**config.mk**
```make
export PLATFORM = sky130hd
export DESIGN_NAME = line_trigger_exposure_control
export DESIGN_NICKNAME = d
export VERILOG_FILES = /design/src/line_trig_pkg.sv /design/src/pin_sync.sv /design/src/line_trigger_exposure_control.sv
export SDC_FILE = /design/constraint.sdc
export NUM_CORES = 1
export LEC_CHECK = 0
export BUFFER_PORTS_ARGS = -buffer_cell sky130_fd_sc_hd__clkbuf_2
export CAP_MARGIN = 20
export CORE_UTILIZATION = 40
export CTS_CLUSTER_DIAMETER = 60
export DETAILED_ROUTE_END_ITERATION = 10
export HOLD_SLACK_MARGIN = 0.12
export PLACE_DENSITY = 0.64
export SLEW_MARGIN = 40
export SYNTH_ARGS = -nofsm -noshare
export SYNTH_HDL_FRONTEND = slang
export SYNTH_SLANG_ARGS = --single-unit
```
**constraint.sdc**
```tcl
create_clock -name i_sys_clk -period 7.1 [get_ports i_sys_clk]
set_input_delay 1.42 -clock i_sys_clk [delete_from_list [all_inputs] [get_ports i_sys_clk]]
set_output_delay 1.42 -clock i_sys_clk [all_outputs]
set_load 0.01 [all_outputs]
```
**src/line_trig_pkg.sv**
```systemverilog
// Purpose: shared constants for line trigger and exposure control
// Assumes: 250 MHz system clock
// Notes:   counts below are cycles of i_sys_clk
//
// What this block does
// - indicator amber while initialising, green once initialisation completes.
// - five trigger/exposure pairings; untriggered pulse-width is refused.
// - with trigger on, one line starts per accepted trigger.
// - triggered timed exposure must fit in the trigger period.
// - edge triggers use ascending or descending transition per polarity setting.
// - whole-period exposure lasts the full line period.
// - timed exposure ends after exposure_duration from line start.
// - trigger may target line_begin; input line selectable from all lines.
// - link outputs enabled per preferred link count.
// - pulse-width exposure lasts while input stays at selected active level.
// - without trigger, lines follow programmed rate; exposure capped at period.
package line_trig_pkg;
  // ****************************************************************
  // timing
  // ****************************************************************
  localparam int CLK_MHZ      = 250;
  localparam int INIT_TIME_US = 100;
  localparam int INIT_CYCLES  = INIT_TIME_US * CLK_MHZ;
  // ****************************************************************
  // widths and encodings
  // ****************************************************************
  localparam int NUM_LINES = 16;
  localparam int NUM_LINKS = 4;
  localparam int CNT_W     = 32;
  localparam logic       TGT_LINE_BEGIN = 1'h1;
  localparam logic [1:0] POL_ASCENDING  = 2'h0;
  localparam logic [1:0] POL_DESCENDING = 2'h1;
  localparam logic [1:0] POL_HIGH_LEVEL = 2'h2;
  localparam logic [1:0] POL_LOW_LEVEL  = 2'h3;
  localparam logic [1:0] EXP_TIMED      = 2'h0;
  localparam logic [1:0] EXP_PULSE      = 2'h1;
  localparam logic [1:0] EXP_WHOLE      = 2'h2;
endpackage

```
**src/pin_sync.sv**
```systemverilog
// Purpose: three-stage synchroniser with agreement filter per input pin
// Assumes: inputs are asynchronous to i_sys_clk
// Notes:   level changes once stages two and three agree
`timescale 1ns/1ps
module pin_sync #(
  parameter int N = 16
) (
  // clock and reset
  input  wire logic         i_sys_clk,
  input  wire logic         i_rst_n,
  // pins
  input  wire logic [N-1:0] i_async,
  // filtered levels
  output logic      [N-1:0] o_level
);
  // ****************************************************************
  // per-pin stages
  // ****************************************************************
  for (genvar g = 0; g < N; g++) begin : g_pin
    logic s1_r;
    logic s2_r;
    logic s3_r;
    always_ff @(posedge i_sys_clk or negedge i_rst_n) begin
      if (!i_rst_n) begin
        s1_r       <= 1'b0;
        s2_r       <= 1'b0;
        s3_r       <= 1'b0;
        o_level[g] <= 1'b0;
      end else begin
        s1_r <= i_async[g];
        s2_r <= s1_r;
        s3_r <= s2_r;
        if (s2_r == s3_r) begin
          o_level[g] <= s3_r;
        end
      end
    end
  end
endmodule

```
**src/line_trigger_exposure_control.sv**
```systemverilog
// Purpose: line start and exposure timing for a line-scan sensor
// Assumes: configuration inputs are static while lines run
// Notes:   durations and periods are given in clock cycles
`timescale 1ns/1ps
module line_trigger_exposure_control #(
  parameter int INIT_CYCLES = line_trig_pkg::INIT_CYCLES,
  parameter int NUM_LINES   = line_trig_pkg::NUM_LINES,
  parameter int NUM_LINKS   = line_trig_pkg::NUM_LINKS,
  parameter int CNT_W       = line_trig_pkg::CNT_W
) (
  // clock and reset
  input  wire logic                 i_sys_clk,
  input  wire logic                 i_rst_n,
  // trigger pins
  input  wire logic [NUM_LINES-1:0] i_trig_lines,
  // configuration
  input  wire logic                 i_trigger_enable,
  input  wire logic                 i_trigger_target_select,
  input  wire logic [3:0]           i_trigger_input_select,
  input  wire logic [1:0]           i_trigger_polarity_select,
  input  wire logic [1:0]           i_exposure_control_select,
  input  wire logic [CNT_W-1:0]     i_exposure_duration,
  input  wire logic [CNT_W-1:0]     i_free_run_line_period,
  input  wire logic [2:0]           i_preferred_link_config,
  // sensor timing
  output logic                      o_line_begin,
  output logic                      o_exposure_active,
  // status
  output logic                      o_indicator_amber,
  output logic                      o_indicator_green,
  output logic                      o_mode_error,
  output logic                      o_trigger_ignored,
  output logic [NUM_LINKS-1:0]      o_link_enable
);
  // ****************************************************************
  // types and signals
  // ****************************************************************
  typedef enum logic [2:0] {
    ST_INIT   = 3'h1,
    ST_IDLE   = 3'h2,
    ST_EXPOSE = 3'h4
  } state_t;

  state_t               state_r;
  state_t               state_nxt;
  logic [NUM_LINES-1:0] lvl;
  logic                 sel_lvl;
  logic                 prev_lvl_r;
  logic [CNT_W-1:0]     init_cnt_r;
  logic [CNT_W-1:0]     line_cnt_r;
  logic [CNT_W-1:0]     exp_cnt_r;
  logic [CNT_W-1:0]     limit;
  logic                 trig_on;
  logic                 pw;
  logic                 whole;
  logic                 timed;
  logic                 bad;
  logic                 edge_evt;
  logic                 active_lvl;
  logic                 free_tick;
  logic                 start_evt;
  logic                 timed_done;
  logic                 ignored;

  pin_sync #(
    .N(NUM_LINES)
  ) u_sync (
    .i_sys_clk (i_sys_clk),
    .i_rst_n   (i_rst_n),
    .i_async   (i_trig_lines),
    .o_level   (lvl)
  );

  // ****************************************************************
  // trigger decode
  // ****************************************************************
  always_comb begin
    sel_lvl = 1'b0;
    if (32'(i_trigger_input_select) < NUM_LINES) begin
      sel_lvl = lvl[i_trigger_input_select];
    end
  end

  assign trig_on = i_trigger_enable &
                   (i_trigger_target_select == line_trig_pkg::TGT_LINE_BEGIN);
  assign pw    = i_exposure_control_select == line_trig_pkg::EXP_PULSE;
  assign whole = i_exposure_control_select == line_trig_pkg::EXP_WHOLE;
  assign timed = i_exposure_control_select == line_trig_pkg::EXP_TIMED;
  assign bad   = (~trig_on & pw) | ~(pw | whole | timed);

  always_comb begin
    edge_evt   = 1'b0;
    active_lvl = 1'b0;
    unique case (i_trigger_polarity_select)
      line_trig_pkg::POL_ASCENDING: begin
        edge_evt = trig_on & ~pw & sel_lvl & ~prev_lvl_r;
      end
      line_trig_pkg::POL_DESCENDING: begin
        edge_evt = trig_on & ~pw & ~sel_lvl & prev_lvl_r;
      end
      line_trig_pkg::POL_HIGH_LEVEL: begin
        active_lvl = trig_on & pw & sel_lvl;
      end
      line_trig_pkg::POL_LOW_LEVEL: begin
        active_lvl = trig_on & pw & ~sel_lvl;
      end
    endcase
  end

  // ****************************************************************
  // free-run line rate and exposure limit
  // ****************************************************************
  assign free_tick = ~trig_on & ~bad & (state_r != ST_INIT) &
                     (line_cnt_r + 1'b1 >= i_free_run_line_period);

  always_comb begin
    limit = i_exposure_duration;
    if (!trig_on && i_free_run_line_period < limit) begin
      limit = i_free_run_line_period;
    end
    if (limit == '0) begin
      limit = CNT_W'(1);
    end
  end

  assign timed_done = timed & (exp_cnt_r >= limit);
  assign start_evt  = trig_on ? (pw ? active_lvl : edge_evt)
                              : free_tick;
  assign ignored    = (state_r == ST_EXPOSE) & timed & trig_on &
                      edge_evt & ~timed_done;

  // ****************************************************************
  // line state machine
  // ****************************************************************
  always_comb begin
    state_nxt = state_r;
    unique case (state_r)
      ST_INIT: begin
        if (init_cnt_r >= CNT_W'(INIT_CYCLES - 1)) begin
          state_nxt = ST_IDLE;
        end
      end
      ST_IDLE: begin
        if (start_evt && !bad) begin
          state_nxt = ST_EXPOSE;
        end
      end
      ST_EXPOSE: begin
        if (bad) begin
          state_nxt = ST_IDLE;
        end else if (pw && !active_lvl) begin
          state_nxt = ST_IDLE;
        end else if (free_tick) begin
          state_nxt = ST_EXPOSE;
        end else if (timed_done) begin
          state_nxt = ST_IDLE;
        end
      end
    endcase
  end

  always_ff @(posedge i_sys_clk or negedge i_rst_n) begin
    if (!i_rst_n) begin
      state_r <= ST_INIT;
    end else begin
      state_r <= state_nxt;
    end
  end

  // ****************************************************************
  // counters
  // ****************************************************************
  always_ff @(posedge i_sys_clk or negedge i_rst_n) begin
    if (!i_rst_n) begin
      init_cnt_r <= '0;
    end else if (state_r == ST_INIT) begin
      init_cnt_r <= init_cnt_r + 1'b1;
    end
  end

  always_ff @(posedge i_sys_clk or negedge i_rst_n) begin
    if (!i_rst_n) begin
      line_cnt_r <= '0;
    end else if (trig_on || free_tick || state_r == ST_INIT) begin
      line_cnt_r <= '0;
    end else begin
      line_cnt_r <= line_cnt_r + 1'b1;
    end
  end

  always_ff @(posedge i_sys_clk or negedge i_rst_n) begin
    if (!i_rst_n) begin
      exp_cnt_r <= '0;
    end else if (state_nxt == ST_EXPOSE && (state_r != ST_EXPOSE ||
                 free_tick || (whole && edge_evt))) begin
      exp_cnt_r <= CNT_W'(1);
    end else if (state_r == ST_EXPOSE && exp_cnt_r != '1) begin
      exp_cnt_r <= exp_cnt_r + 1'b1;
    end
  end

  // ****************************************************************
  // registered outputs
  // ****************************************************************
  always_ff @(posedge i_sys_clk or negedge i_rst_n) begin
    if (!i_rst_n) begin
      prev_lvl_r        <= 1'b0;
      o_line_begin      <= 1'b0;
      o_exposure_active <= 1'b0;
      o_trigger_ignored <= 1'b0;
      o_mode_error      <= 1'b0;
    end else begin
      prev_lvl_r        <= sel_lvl;
      o_line_begin      <= (state_nxt == ST_EXPOSE) &&
                           (state_r == ST_IDLE || free_tick ||
                            (whole && edge_evt));
      o_exposure_active <= state_nxt == ST_EXPOSE;
      o_trigger_ignored <= ignored;
      o_mode_error      <= bad;
    end
  end

  always_ff @(posedge i_sys_clk or negedge i_rst_n) begin
    if (!i_rst_n) begin
      o_indicator_amber <= 1'b1;
      o_indicator_green <= 1'b0;
    end else begin
      o_indicator_amber <= state_nxt == ST_INIT;
      o_indicator_green <= state_nxt != ST_INIT;
    end
  end

  for (genvar k = 0; k < NUM_LINKS; k++) begin : g_link
    always_ff @(posedge i_sys_clk or negedge i_rst_n) begin
      if (!i_rst_n) begin
        o_link_enable[k] <= 1'b0;
      end else begin
        o_link_enable[k] <= 32'(i_preferred_link_config) > k;
      end
    end
  end
endmodule

```
Yosys cells after proc, flatten, opt, wreduce, memory -nomap -nowiden
Index checks and enable logic that the tools add are counted.
{ "word_totals": {"in_bits": 95, "word_cells": 187, "output_inout_bits": 10, "regBits": 174} }
{ "op_classes": {"bitwise_logic": 28, "mux": 18, "add_sub_neg": 3, "reduce_logical": 20, "magnitude_cmp": 9, "eq_ne": 30} }
{ "ops": {"columns": ["operator", "n"], "rows": [
  ["32-bit 2-to-1 mux", 5],
  ["32-bit by 1-bit adder with 32-bit output, second input constant", 3],
  ["32-bit greater-or-equal comparator", 2],
  ["32-bit by 15-bit greater-or-equal comparator with 1-bit output, second input constant", 1],
  ["32-bit zero test", 1],
  ["32-bit < comparator", 1],
  ["32-bit inequality test, second input constant", 1],
  ["1-bit bitwise AND", 18],
  ["3-bit 2-to-1 mux", 6],
  ["1-bit == test", 16],
  ["3-bit one-hot mux with 3 select lines", 1],
  ["1-bit logical AND", 7],
  ["1-bit inverter", 7],
  ["2-bit == test, second input constant", 3],
  ["3-bit by 1-bit == test with 1-bit output, second input constant", 2],
  ["3-bit == test, second input constant", 2],
  ["3-bit by 1-bit greater-than comparator with 1-bit output, second input constant", 2],
  ["3-bit by 2-bit greater-than comparator with 1-bit output, second input constant", 2],
  ["1-bit logical OR", 6],
  ["3-bit by 1-bit inequality test with 1-bit output, second input constant", 2],
  ["4-bit by 5-bit < comparator with 1-bit output, second input constant", 1],
  ["1-bit binary-select mux with 4-bit select", 1],
  ["2-bit by 1-bit == test with 1-bit output, second input constant", 2],
  ["2-bit zero test", 2],
  ["7 further kinds", 14]
]} }

Longest topological paths before layout
Gate-level depths: netlist of run 1.
{ "logic_depth": {"depth_word": 16, "mapped_depth": 18, "ltp_nobuf": 17} }

Hierarchy
A second synthesis of run 1 with hierarchy kept.
{ "hier_totals": {"cells_unflattened": 1175, "area_unflattened_um2": 11071.9} }
{ "by_module_without_submodules": {"columns": ["module", "seq_area_each_um2", "instances", "area_each_um2", "cells_each"], "rows": [
  ["line_trigger_exposure_control", 2755.1, 1, 9290.2, 1095],
  ["pin_sync", 1601.5, 1, 1781.7, 80]
]} }

Least setup slack after synthesis of run 1
Ideal clock, no wire load.
{ "synth_path": {"path_type": "input to register", "from": "input i_exposure_duration[19]", "to": "register o_trigger_ignored", "arrival_time_ns": 4.904, "slack_ns": 2.091, "path_stages": 17, "setup_time_ns": 0.105, "cell_sequence": "inv_1 -> ha_1 -> a41o_1 -> a21o_1 -> a2111oi_0 -> o21bai_1 -> a21oi_1 -> o21ai_1 -> clkbuf_1 -> mux2i_1 -> ha_1 -> and4_1 -> a221oi_1 -> nand4_1 -> and2_0 -> or2_2 -> nor4b_1"} }
{ "synth_via": {"elab_chain_len": 9} }
{ "synth_lines": {"columns": ["item", "line_no", "rtl"], "rows": [
  ["from (decl)", "line_trigger_exposure_control.sv:22", "input wire logic [CNT_W-1:0] i_exposure_duration,"],
  ["32-bit < comparator", "line_trigger_exposure_control.sv:118", "if (!trig_on && i_free_run_line_period < limit) begin"],
  ["1-bit logical AND", "line_trigger_exposure_control.sv:118", null],
  ["32-bit 2-to-1 mux *", "line_trigger_exposure_control.sv:118", null],
  ["32-bit zero test", "line_trigger_exposure_control.sv:121", "if (limit == '0) begin"],
  ["32-bit 2-to-1 mux *", "line_trigger_exposure_control.sv:121", null],
  ["32-bit greater-or-equal comparator *", "line_trigger_exposure_control.sv:126", "assign timed_done = timed & (exp_cnt_r >= limit);"],
  ["1-bit bitwise AND *", "line_trigger_exposure_control.sv:126", null],
  ["1-bit inverter *", "line_trigger_exposure_control.sv:130", "edge_evt & ~timed_done;"],
  ["1-bit bitwise AND *", "line_trigger_exposure_control.sv:130", null],
  ["net ignored", "line_trigger_exposure_control.sv:63", "logic ignored;"],
  ["to (signal assigned)", "line_trigger_exposure_control.sv:218", "o_trigger_ignored <= ignored;"],
  ["to (decl)", "line_trigger_exposure_control.sv:32", "output logic o_trigger_ignored,"]
]} }
The timed path passes the listed nets; every way through them passes the cells marked *.
A chain may end at the register's enable or synchronous reset.

Worst setup path after layout of run 1
{ "layout_path": {"from": "input i_exposure_duration[18]", "to": "register o_trigger_ignored"} }
The elaborated chain is that of the path after synthesis.

==> results summary, run 1 <==
The flow ran to the end, and the final reports show no timing, DRC or antenna violations. At the end of routability-driven placement, the weighted congestion stood at between 0.9 and 1. Counting every instance in the synthesized netlist gives 945. The post-route netlist has 17.7% of its cells at a drive strength greater than 1.

The final period utilization came out at 73.7%. The clock slew at the register clock pins of the worst setup and hold paths is ~0.08 ns. Power spread over the standard cell area amounts to ~210 nW/um2. The number of nets produced by synthesis is approximately 1,100. In this run the tool buffered the top-level ports with 104 buffer cells. For this configuration, the core starts out at a cell density of 40.8%.

The mean instance size in the synthesized netlist is between 10 and 15 um2. In the final routed layout, each cell accounts on average for 17.4 um. After detailed placement, the total cell area comes to between 10,000 and 15,000 um2. The number of setup buffers added after CTS is 0. Clock tree synthesis selected as its root buffer the cell clkbuf_16.

The worst path arrival time came out at 5.56 ns. The clock latency at the later pin of the worst-skew pair came out at 0.44 ns. Setup repair after global routing left no endpoint under its margin.

By instance count, the leading cell after synthesis is dfrtp_1. The total number of placement rows is 57. The deepest level of the CTS H-tree came out at 4. The overflow left after global routing came out at 0.

TritonCTS built the clock tree. The global-route wire length before repair is 40,200 um. The tightest min-delay check is of the reg -> reg type. The worst max-slew margin expressed relative to the limit came out at 52.1%. The number of ports placed on the die boundary is about 110. The starting DRC count in detailed routing is slightly below 500. The HPWL after detailed placement is 18,200 um.

The net count of the finished layout is between 1,000 and 1,500. The remaining antenna violation count came out at 0. The total chip power is 2.43 mW. In the routed design, unresolved DRC markers number 0. Entering global routing, the biggest net connects 74 pins. Based on the critical path, the design can be clocked at up to between 150 and 200 MHz. The die boundary height is between 150 and 200 um. The transition time of the tightest slew-check pin came out at 0.713 ns. The data required time of the worst path is around 7.4 ns. By area the synthesized netlist is led by dfrtp_1 (43%), ha_1 (12%), xnor2_1 (4.3%).

Counting flops and latches in the post-synthesis netlist gives 174. The biggest area contributor in the post-synthesis netlist is dfrtp_1. In this run, distinct cell masters in the synthesized netlist total 60.

The commonest cells after synthesis are dfrtp_1 (172), ha_1 (98), inv_1 (67). The overall die area came out at between 20,000 and 30,000 um2. CTS saw 174 sinks. In this run, placement finished with an instance count of about 1,400. Global routing used 20.2% of the available tracks. The maximum VDD drop came out at 0.197 mV.

The final non-filler cell total came out at 1,397. The synthesized design contains 0 enable-type register cells. The startpoint type of the worst setup path is an input pin. The number of setup violations in the final report is 0.

In this run the horizontal extent of the chip is 160 um. The maximum number of buffers from clock root to sink came out at 2. The number of antenna violations at the first check in global routing is 6. The critical-path maximum fanout is 22. The proportion of synthesized chip area in sequential cells came out at 43.9%. The area of all placed cells without fillers came out at 11,500 um2. The clock arrives with 0.0139 ns of skew. The area share of the leading cell type in the synthesized netlist came out at between 40% and 50%.

The overall routed net length came out at 24,300 um. The worst slack on hold paths is roughly 0.35 ns. The routed via count divided by cell count is 5.33. The max capacitance violation total is 0. For this design the static power due to leakage is roughly 5.8 nW. The count of instances resized after the clock tree is built came out at 0. The number of pins exceeding their max-slew limit in the final report was 0. The number of global-route vias before repair is ~7,400. The placeable core region came out at ~24,000 um2. The number of buffers inserted during clock tree synthesis is 17. The hold violation total from the final report came out at 0.

The worst setup path is captured at a flip-flop. The minimum clock period came out at 5.23 ns. Relative to the synthesized area, the layout overhead comes to 15.8%. The total negative setup slack came out at 0 ns. The hold buffer count at cts came out at 0. The routed via count is 7,449.

The Yosys warning count came out at 0. The category of the critical setup timing path is in -> reg. The combined area of all synthesized cells came out at 9930 um2. The number of search-and-repair iterations in the first detailed-routing pass came out at 5.

The most used flip-flop cell after synthesis is dfrtp_1. For this run, asynchronously set or reset flops after synthesis account for 100%.
==> metal layers <==
metal,routed length (um),GRT usage (%)
met5,50,0
met4,535,6.38
met3,1730,6.10
met2,10600,30.1
met1,11400,27.9
==> kinds of logic after synthesis <==
kind of cell	synth area share, %
fa+ha+maj	14.0
mux	4.73
compound gates	6.54
flops	43.9
xor+xnor	8.20
simple gates	19.2
buf+inv	3.45
==> flip-flops by register name (all words and copies together), names as in the netlist <==
name	flops
state_r	3
o_indicator_amber	1
o_trigger_ignored	1
o_mode_error	1
exp_cnt_r	32
o_line_begin	1
o_indicator_green	1
init_cnt_r	32
u_sync.g_pin.s2_r	16
o_link_enable	4
o_exposure_active	1
u_sync.g_pin.s1_r	16
prev_lvl_r	1
u_sync.o_level	16
u_sync.g_pin.s3_r	16
line_cnt_r	32
==> worst paths after layout <==
check	depth (start not counted)	slack [ns]	start	to
worst max register to register	15	2.74	line_cnt_r[2]	exp_cnt_r[30]
min in group asynchronous	1	0.95	i_rst_n	exp_cnt_r[6]
worst min-delay path	0	0.35	u_sync.g_pin[13].s1_r	u_sync.g_pin[13].s2_r
worst max-delay path	19	1.87	i_exposure_duration[18]	o_trigger_ignored
worst min register to register	0	0.35	u_sync.g_pin[13].s1_r	u_sync.g_pin[13].s2_r
max in group asynchronous	2	5.10	i_rst_n	o_indicator_amber
==> cell usage in the layout (no fill, tap or decap), drive strengths merged, types with 5 or more instances in the layout <==
master	n
dfrtp	172
xor2	44
clkbuf	120
mux4	5
ha	98
nor2	64
a21oi	40
a21o	15
and2	14
xnor2	49
nor2b	13
nand4	38
and3	46
nand2	58
buf	7
and4	15
o211ai	5
o21ai	20
nor3	11
nor4	20
mux2i	33
nand3	42
maj3	16
inv	78
==> per-stage QoR <==
stage                     setup slack [ns]  utilization, %
after floorplan                       2.09               -
after global placement                1.58            44.5
after detailed placement              1.45            44.6
after CTS                             1.89            47.2
after global routing                  1.59            47.3
final                                 1.87            47.3
==> critical path, cell delays in order <==
cell and delay (ns):
clkbuf_2 0.11, inv_1 0.04, ha_1 0.32, a41o_1 0.22, a21o_1 0.17, a2111oi_0 0.44
o21bai_1 0.10, a21oi_1 0.26, o21ai_4 0.21, buf_4 0.31, mux2i_1 0.24, ha_1 0.28
a211oi_1 0.24, o21ai_0 0.11, a32oi_1 0.23, nand4_1 0.11, and2_0 0.19, or2_2 0.30
nor4b_1 0.25
==> area by class of cell <==
type / count / area [um2]
flip-flops and latches: 174 / 4360
clock inverters: 15 / 214
clock buffers: 17 / 425
well taps: 324 / 405
repair buffers: 110 / 576
inverters: 67 / 251
fillers: 2306 / 12800
multi-input cells: 688 / 5260
diodes: 2 / 5.00
==> where the power goes <==
| group | internal [mW] | switching, mW | total [mW] |
|---|---|---|---|
| logic | 0.149 | 0.192 | 0.341 |
| registers | 1.04 | 0.0466 | 1.09 |
| clock network | 0.497 | 0.507 | 1.00 |
| total | 1.69 | 0.746 | 2.43 |
Note: power is estimated with default switching activity, not from simulation.
==> run 2, diff against run 1 <==
--- a/config.mk
+++ b/config.mk
@@ -5,6 +5,7 @@
 export SDC_FILE = /design/constraint.sdc
 export NUM_CORES = 1
 export LEC_CHECK = 0
+export ABC_AREA = 1
 export BUFFER_PORTS_ARGS = -buffer_cell sky130_fd_sc_hd__clkbuf_2
 export CAP_MARGIN = 20
 export CORE_UTILIZATION = 40
==> constraint.sdc (replaced) <==
create_clock -name i_sys_clk -period 4.82 [get_ports i_sys_clk]
set_input_delay 0.964 -clock i_sys_clk [delete_from_list [all_inputs] [get_ports i_sys_clk]]
set_output_delay 0.964 -clock i_sys_clk [all_outputs]
set_load 0.01 [all_outputs]
==> results summary, run 2 <==
The flow ran to the end, but the final reports show violations. The checks that failed: DRC. The HPWL after detailed placement came to 20,900 um (+15%). The number of cells after detailed placement came out at 1,759 (+29%). The hold violation total from the final report came out at 0 (unchanged). The count of input and output buffers is 104 (unchanged). On the critical path the largest part of the delay comes from simple AND/OR/NAND/NOR gates. The overall die area is 27,700 um2 (+8.7%). TritonCTS built the clock tree. The startpoint of the lowest-slack register-to-register path is line_cnt_r[0].

The number of ports placed on the die boundary is 105 (unchanged). The total chip power came out at 4.41 mW (+81%). The total routing resource utilization after global routing is 20.0% (-0.20 points).

The delay contributed by the slowest stage of the critical path is 0.35 ns (-0.09 ns). The routed wire length on met2 came to 12,000 um (+13%). The proportion of synthesized chip area in sequential cells came out at 40.3% (-3.5 points). The number of global-route vias before repair came to 8,796 (+18%). The number of cells on the worst reg-to-reg path is 29 (+14). Sorting the synthesized cells by area gives the leading types as dfrtp_1 (40%), ha_1 (11%), nand2_1 (9.4%). The DRC violations left was 11 (+11). By instance count, the leading cell after synthesis is nand2_1. The layout overhead on the synthesized area is 15.0%.

STA classifies the critical path startpoint as a flip-flop. The transition time of the tightest slew-check pin came out at 0.697 ns (-0.0163 ns). The maximum VDD drop was 0.290 mV (+47%). The net count of the finished layout came to 1,639 (+31%).

The deepest level of the CTS H-tree is 4 (unchanged). The remaining antenna violation count came to 0 (unchanged). The antenna diode instance count was 0 (-2). The internal power consumption came out at 2.86 mW (+70%). STA classifies the critical path endpoint as a flip-flop. The hold buffer count at cts came to 0 (unchanged).

The number of buffers inserted during clock tree synthesis is 17 (unchanged). The buffers plus inverters on the worst setup path came to 5 (+2). The overall routed net length was 26,500 um (+9.0%). The share of synthesized registers carrying an async set or reset is 100% (unchanged). The number of synthesized flops with an enable pin came out at 0 (unchanged). The fraction of synthesized area in multiplexers came out at 0% (-4.7 points). The startpoint of the lowest-slack hold path is u_sync.g_pin[12].s1_r.

The part of the power in combinational logic is 24.7% (+11 points). The part of the power in the clock network was 32.2% (-9.1 points). The die boundary height came to 166 um (+4.2%). The number of pins exceeding their max-slew limit in the final report came to 0 (unchanged). The weighted congestion reported at the end of routability-driven placement came out at 0.898 (-6.7%). The worst path arrival time came out at 4.71 ns (-0.85 ns).

The share of the synthesized netlist area taken by xor and xnor gates came out at 5.60% (-2.6 points). The clock slew at the register clock pins of the worst setup and hold paths is 0.07 ns (about the same). The final non-filler cell total came out at 1,794 (+28%).

The largest total area in the synthesized netlist belongs to dfrtp_1. The slowest library cell on the worst path is dfrtp_1. The ratio of cells with drive above 1 in the final layout came to 14.5% (-3.3 points). The largest registers in the layout are exp_cnt_r x32, init_cnt_r x32, line_cnt_r x32. In this run the worst hold path is classified as reg -> reg. The per-cell routed wire length is 14.8 um (-15%). The placeable core region came out at 26,300 um2 (+8.1%). The number of antenna violations at the first check in global routing was 1 (-5). The number of search-and-repair iterations in the first detailed-routing pass came out at 8 (+3). The width of the die is 166 um (+4.2%). The maximum number of buffers from clock root to sink is 2 (unchanged). The critical-path maximum fanout came out at 15 (-32%). By startpoint and endpoint, the worst setup path is classified as reg -> reg. The worst max-slew margin expressed relative to the limit came to 53.5% (+1.5 points). The library cell used most frequently in the layout, excluding fill and tap cells, is nand2_1. The number of setup violations in the final report came out at 0 (unchanged). The flop and latch count out of synthesis is 174 (unchanged). Setup repair after global routing left no endpoint under its margin. The tree is rooted in a clkbuf_16. The net switching power figure is 1.55 mW (+110%). The total number of placement rows came to 59 (+3.5%). The top layer used by detailed routing is met5. The number of distinct library cells after synthesis came out at 52 (-13%).

The number of instances in the synthesized netlist came out at 1,327 (+40%). The total met3 wirelength after detailed routing came out at 1500 um (-13%). The leakage power is 6.46 nW (+10%). The max capacitance violation total is 0 (unchanged). The clock sink count came out at 174 (unchanged). The routed via count came out at 9,011 (+21%). The pin count of the biggest net entering global routing came to 91 (+23%). The area fraction in compound gates after synthesis is 5.36% (-1.2 points).

The starting DRC count in detailed routing was 532 (+9.2%). The power density of the placed cells came out at 355 nW/um2 (+68%). The maximum frequency from static timing analysis is 228 MHz.

The post-route worst setup slack came out at 0.429 ns (-1.44 ns). The most frequently used flop master after synthesis is dfrtp_1. The area share of the leading cell type in the synthesized netlist is 39.9% (-3.5 points). In the layout the commonest cells are nand2_1 (270), inv_1 (200), dfrtp_1 (172), nor2_1 (154), clkbuf_2 (103). The combined area of all synthesized cells was 10,800 um2 (+8.8%). The wire length on met1 is 12,400 um (+9.0%). The simple-gate area share of the yosys netlist is 27.2% (+8.0 points). The switching part of the total power is 35.1% (+4.4 points). The Yosys warning count is 0 (unchanged).

The hold-critical path depth came out at 0 (unchanged). The clock latency at the later pin of the worst-skew pair was 0.44 ns (about the same). The overflow left after global routing is 0 (unchanged). The largest clock skew in the final design was 0.0127 ns (-0.00116 ns). The path with the worst hold slack has its endpoint at u_sync.g_pin[12].s2_r.

Counting instances in the post-synthesis netlist gives the leading cell types as nand2_1 (270), inv_1 (200), dfrtp_1 (172). The mean instance size in the synthesized netlist is 8.14 um2 (-23%). The initial cell density of the core came out at 41.1% (+0.27 points).

The data required time of the worst path came out at 5.14 ns (-2.29 ns). The minimum clock period is 4.39 ns. The global-route wire length before repair came out at 43,800 um (+9.1%).

The worst-case setup slack after placement is -0.0743 ns (-1.53 ns). The final critical path takes up between 90 and 100% of the cycle. The routed via count divided by cell count is 5.02 (-5.8%). The reg2reg setup slack is 0.43 ns (-2.31 ns).

The portion of total power attributed to sequential cells was 43.1% (-1.6 points). The number of nets produced by synthesis came out at 1,520 (+34%). The arithmetic-cell share of the synthesized area counting full adders, half adders and majority gates came out at 12.8% (-1.1 points). The dominant combinational cell family by area after synthesis is simple AND/OR/NAND/NOR gates.

The worst flop-to-flop path endpoint is exp_cnt_r[8].
run 2: cell families (layout without fill, tap and decap cells):
family,Yosys count,after routing
AO/OA/AOI/OAI,104,104
flip-flops,174,174
AND/OR/NAND/NOR,642,642
adder cells (fa/ha/maj),114,114
buffers and inverters,224,356
XOR/XNOR,69,69
run 2: stage by stage:
stage	hold WS (ns)	TNS [ns]	area, um2	utilization, %
2_1_floorplan	0.331	0	10800	-
3_3_place_gp	0.332	0	11700	44.6
3_5_place_dp	0.336	-1.55	11700	44.6
4_1_cts	0.352	0	12300	46.9
5_1_grt	0.358	0	12400	47.3
6_report	0.349	0	12400	47.3
run 2: worst max path at each step:
stage | from | endpoint | depth (start not counted)
6_report | line_cnt_r[0] | exp_cnt_r[8] | 29
5_1_grt | i_exposure_duration[31] | exp_cnt_r[8] | 37
4_1_cts | line_cnt_r[0] | exp_cnt_r[9] | 29
3_5_place_dp | i_exposure_duration[31] | exp_cnt_r[23] | 37
3_3_place_gp | i_exposure_duration[31] | exp_cnt_r[8] | 37
2_1_floorplan | i_exposure_duration[31] | exp_cnt_r[23] | 27
run 2: final cells by class:
cell class	instances	area, um2
flip-flops and latches	174	4360
repair buffers	121	699
clock inverters	12	153
inverters	203	764
clock buffers	20	457
multi-input cells	929	5570
well taps	335	419
fillers	2613	13900
run 2: power groups by stage:
stage | sequential [mW] | clock [mW] | combinational (mW)
after detailed placement | 1.93 | 0 | 1.08
after CTS | 1.90 | 1.45 | 1.09
after global routing | 1.93 | 1.51 | 1.27
final | 1.90 | 1.42 | 1.09
after floorplan | 1.83 | 0 | 0.809
after global placement | 1.93 | 0 | 1.05
run 2: metal layers:
metal,up-vias,global-route usage [%]
li1,4543,-
met1,4221,27.0
met2,207,32.0
met3,38,4.34
met4,2,6.08
met5,-,0
run 2: timing repair:
item / CTS / global route
gates resized for setup: 0 / 12
buffers inserted: 0 / 3
endpoints found under the hold margin: 0 / 0
setup endpoints to repair: 0 / 29
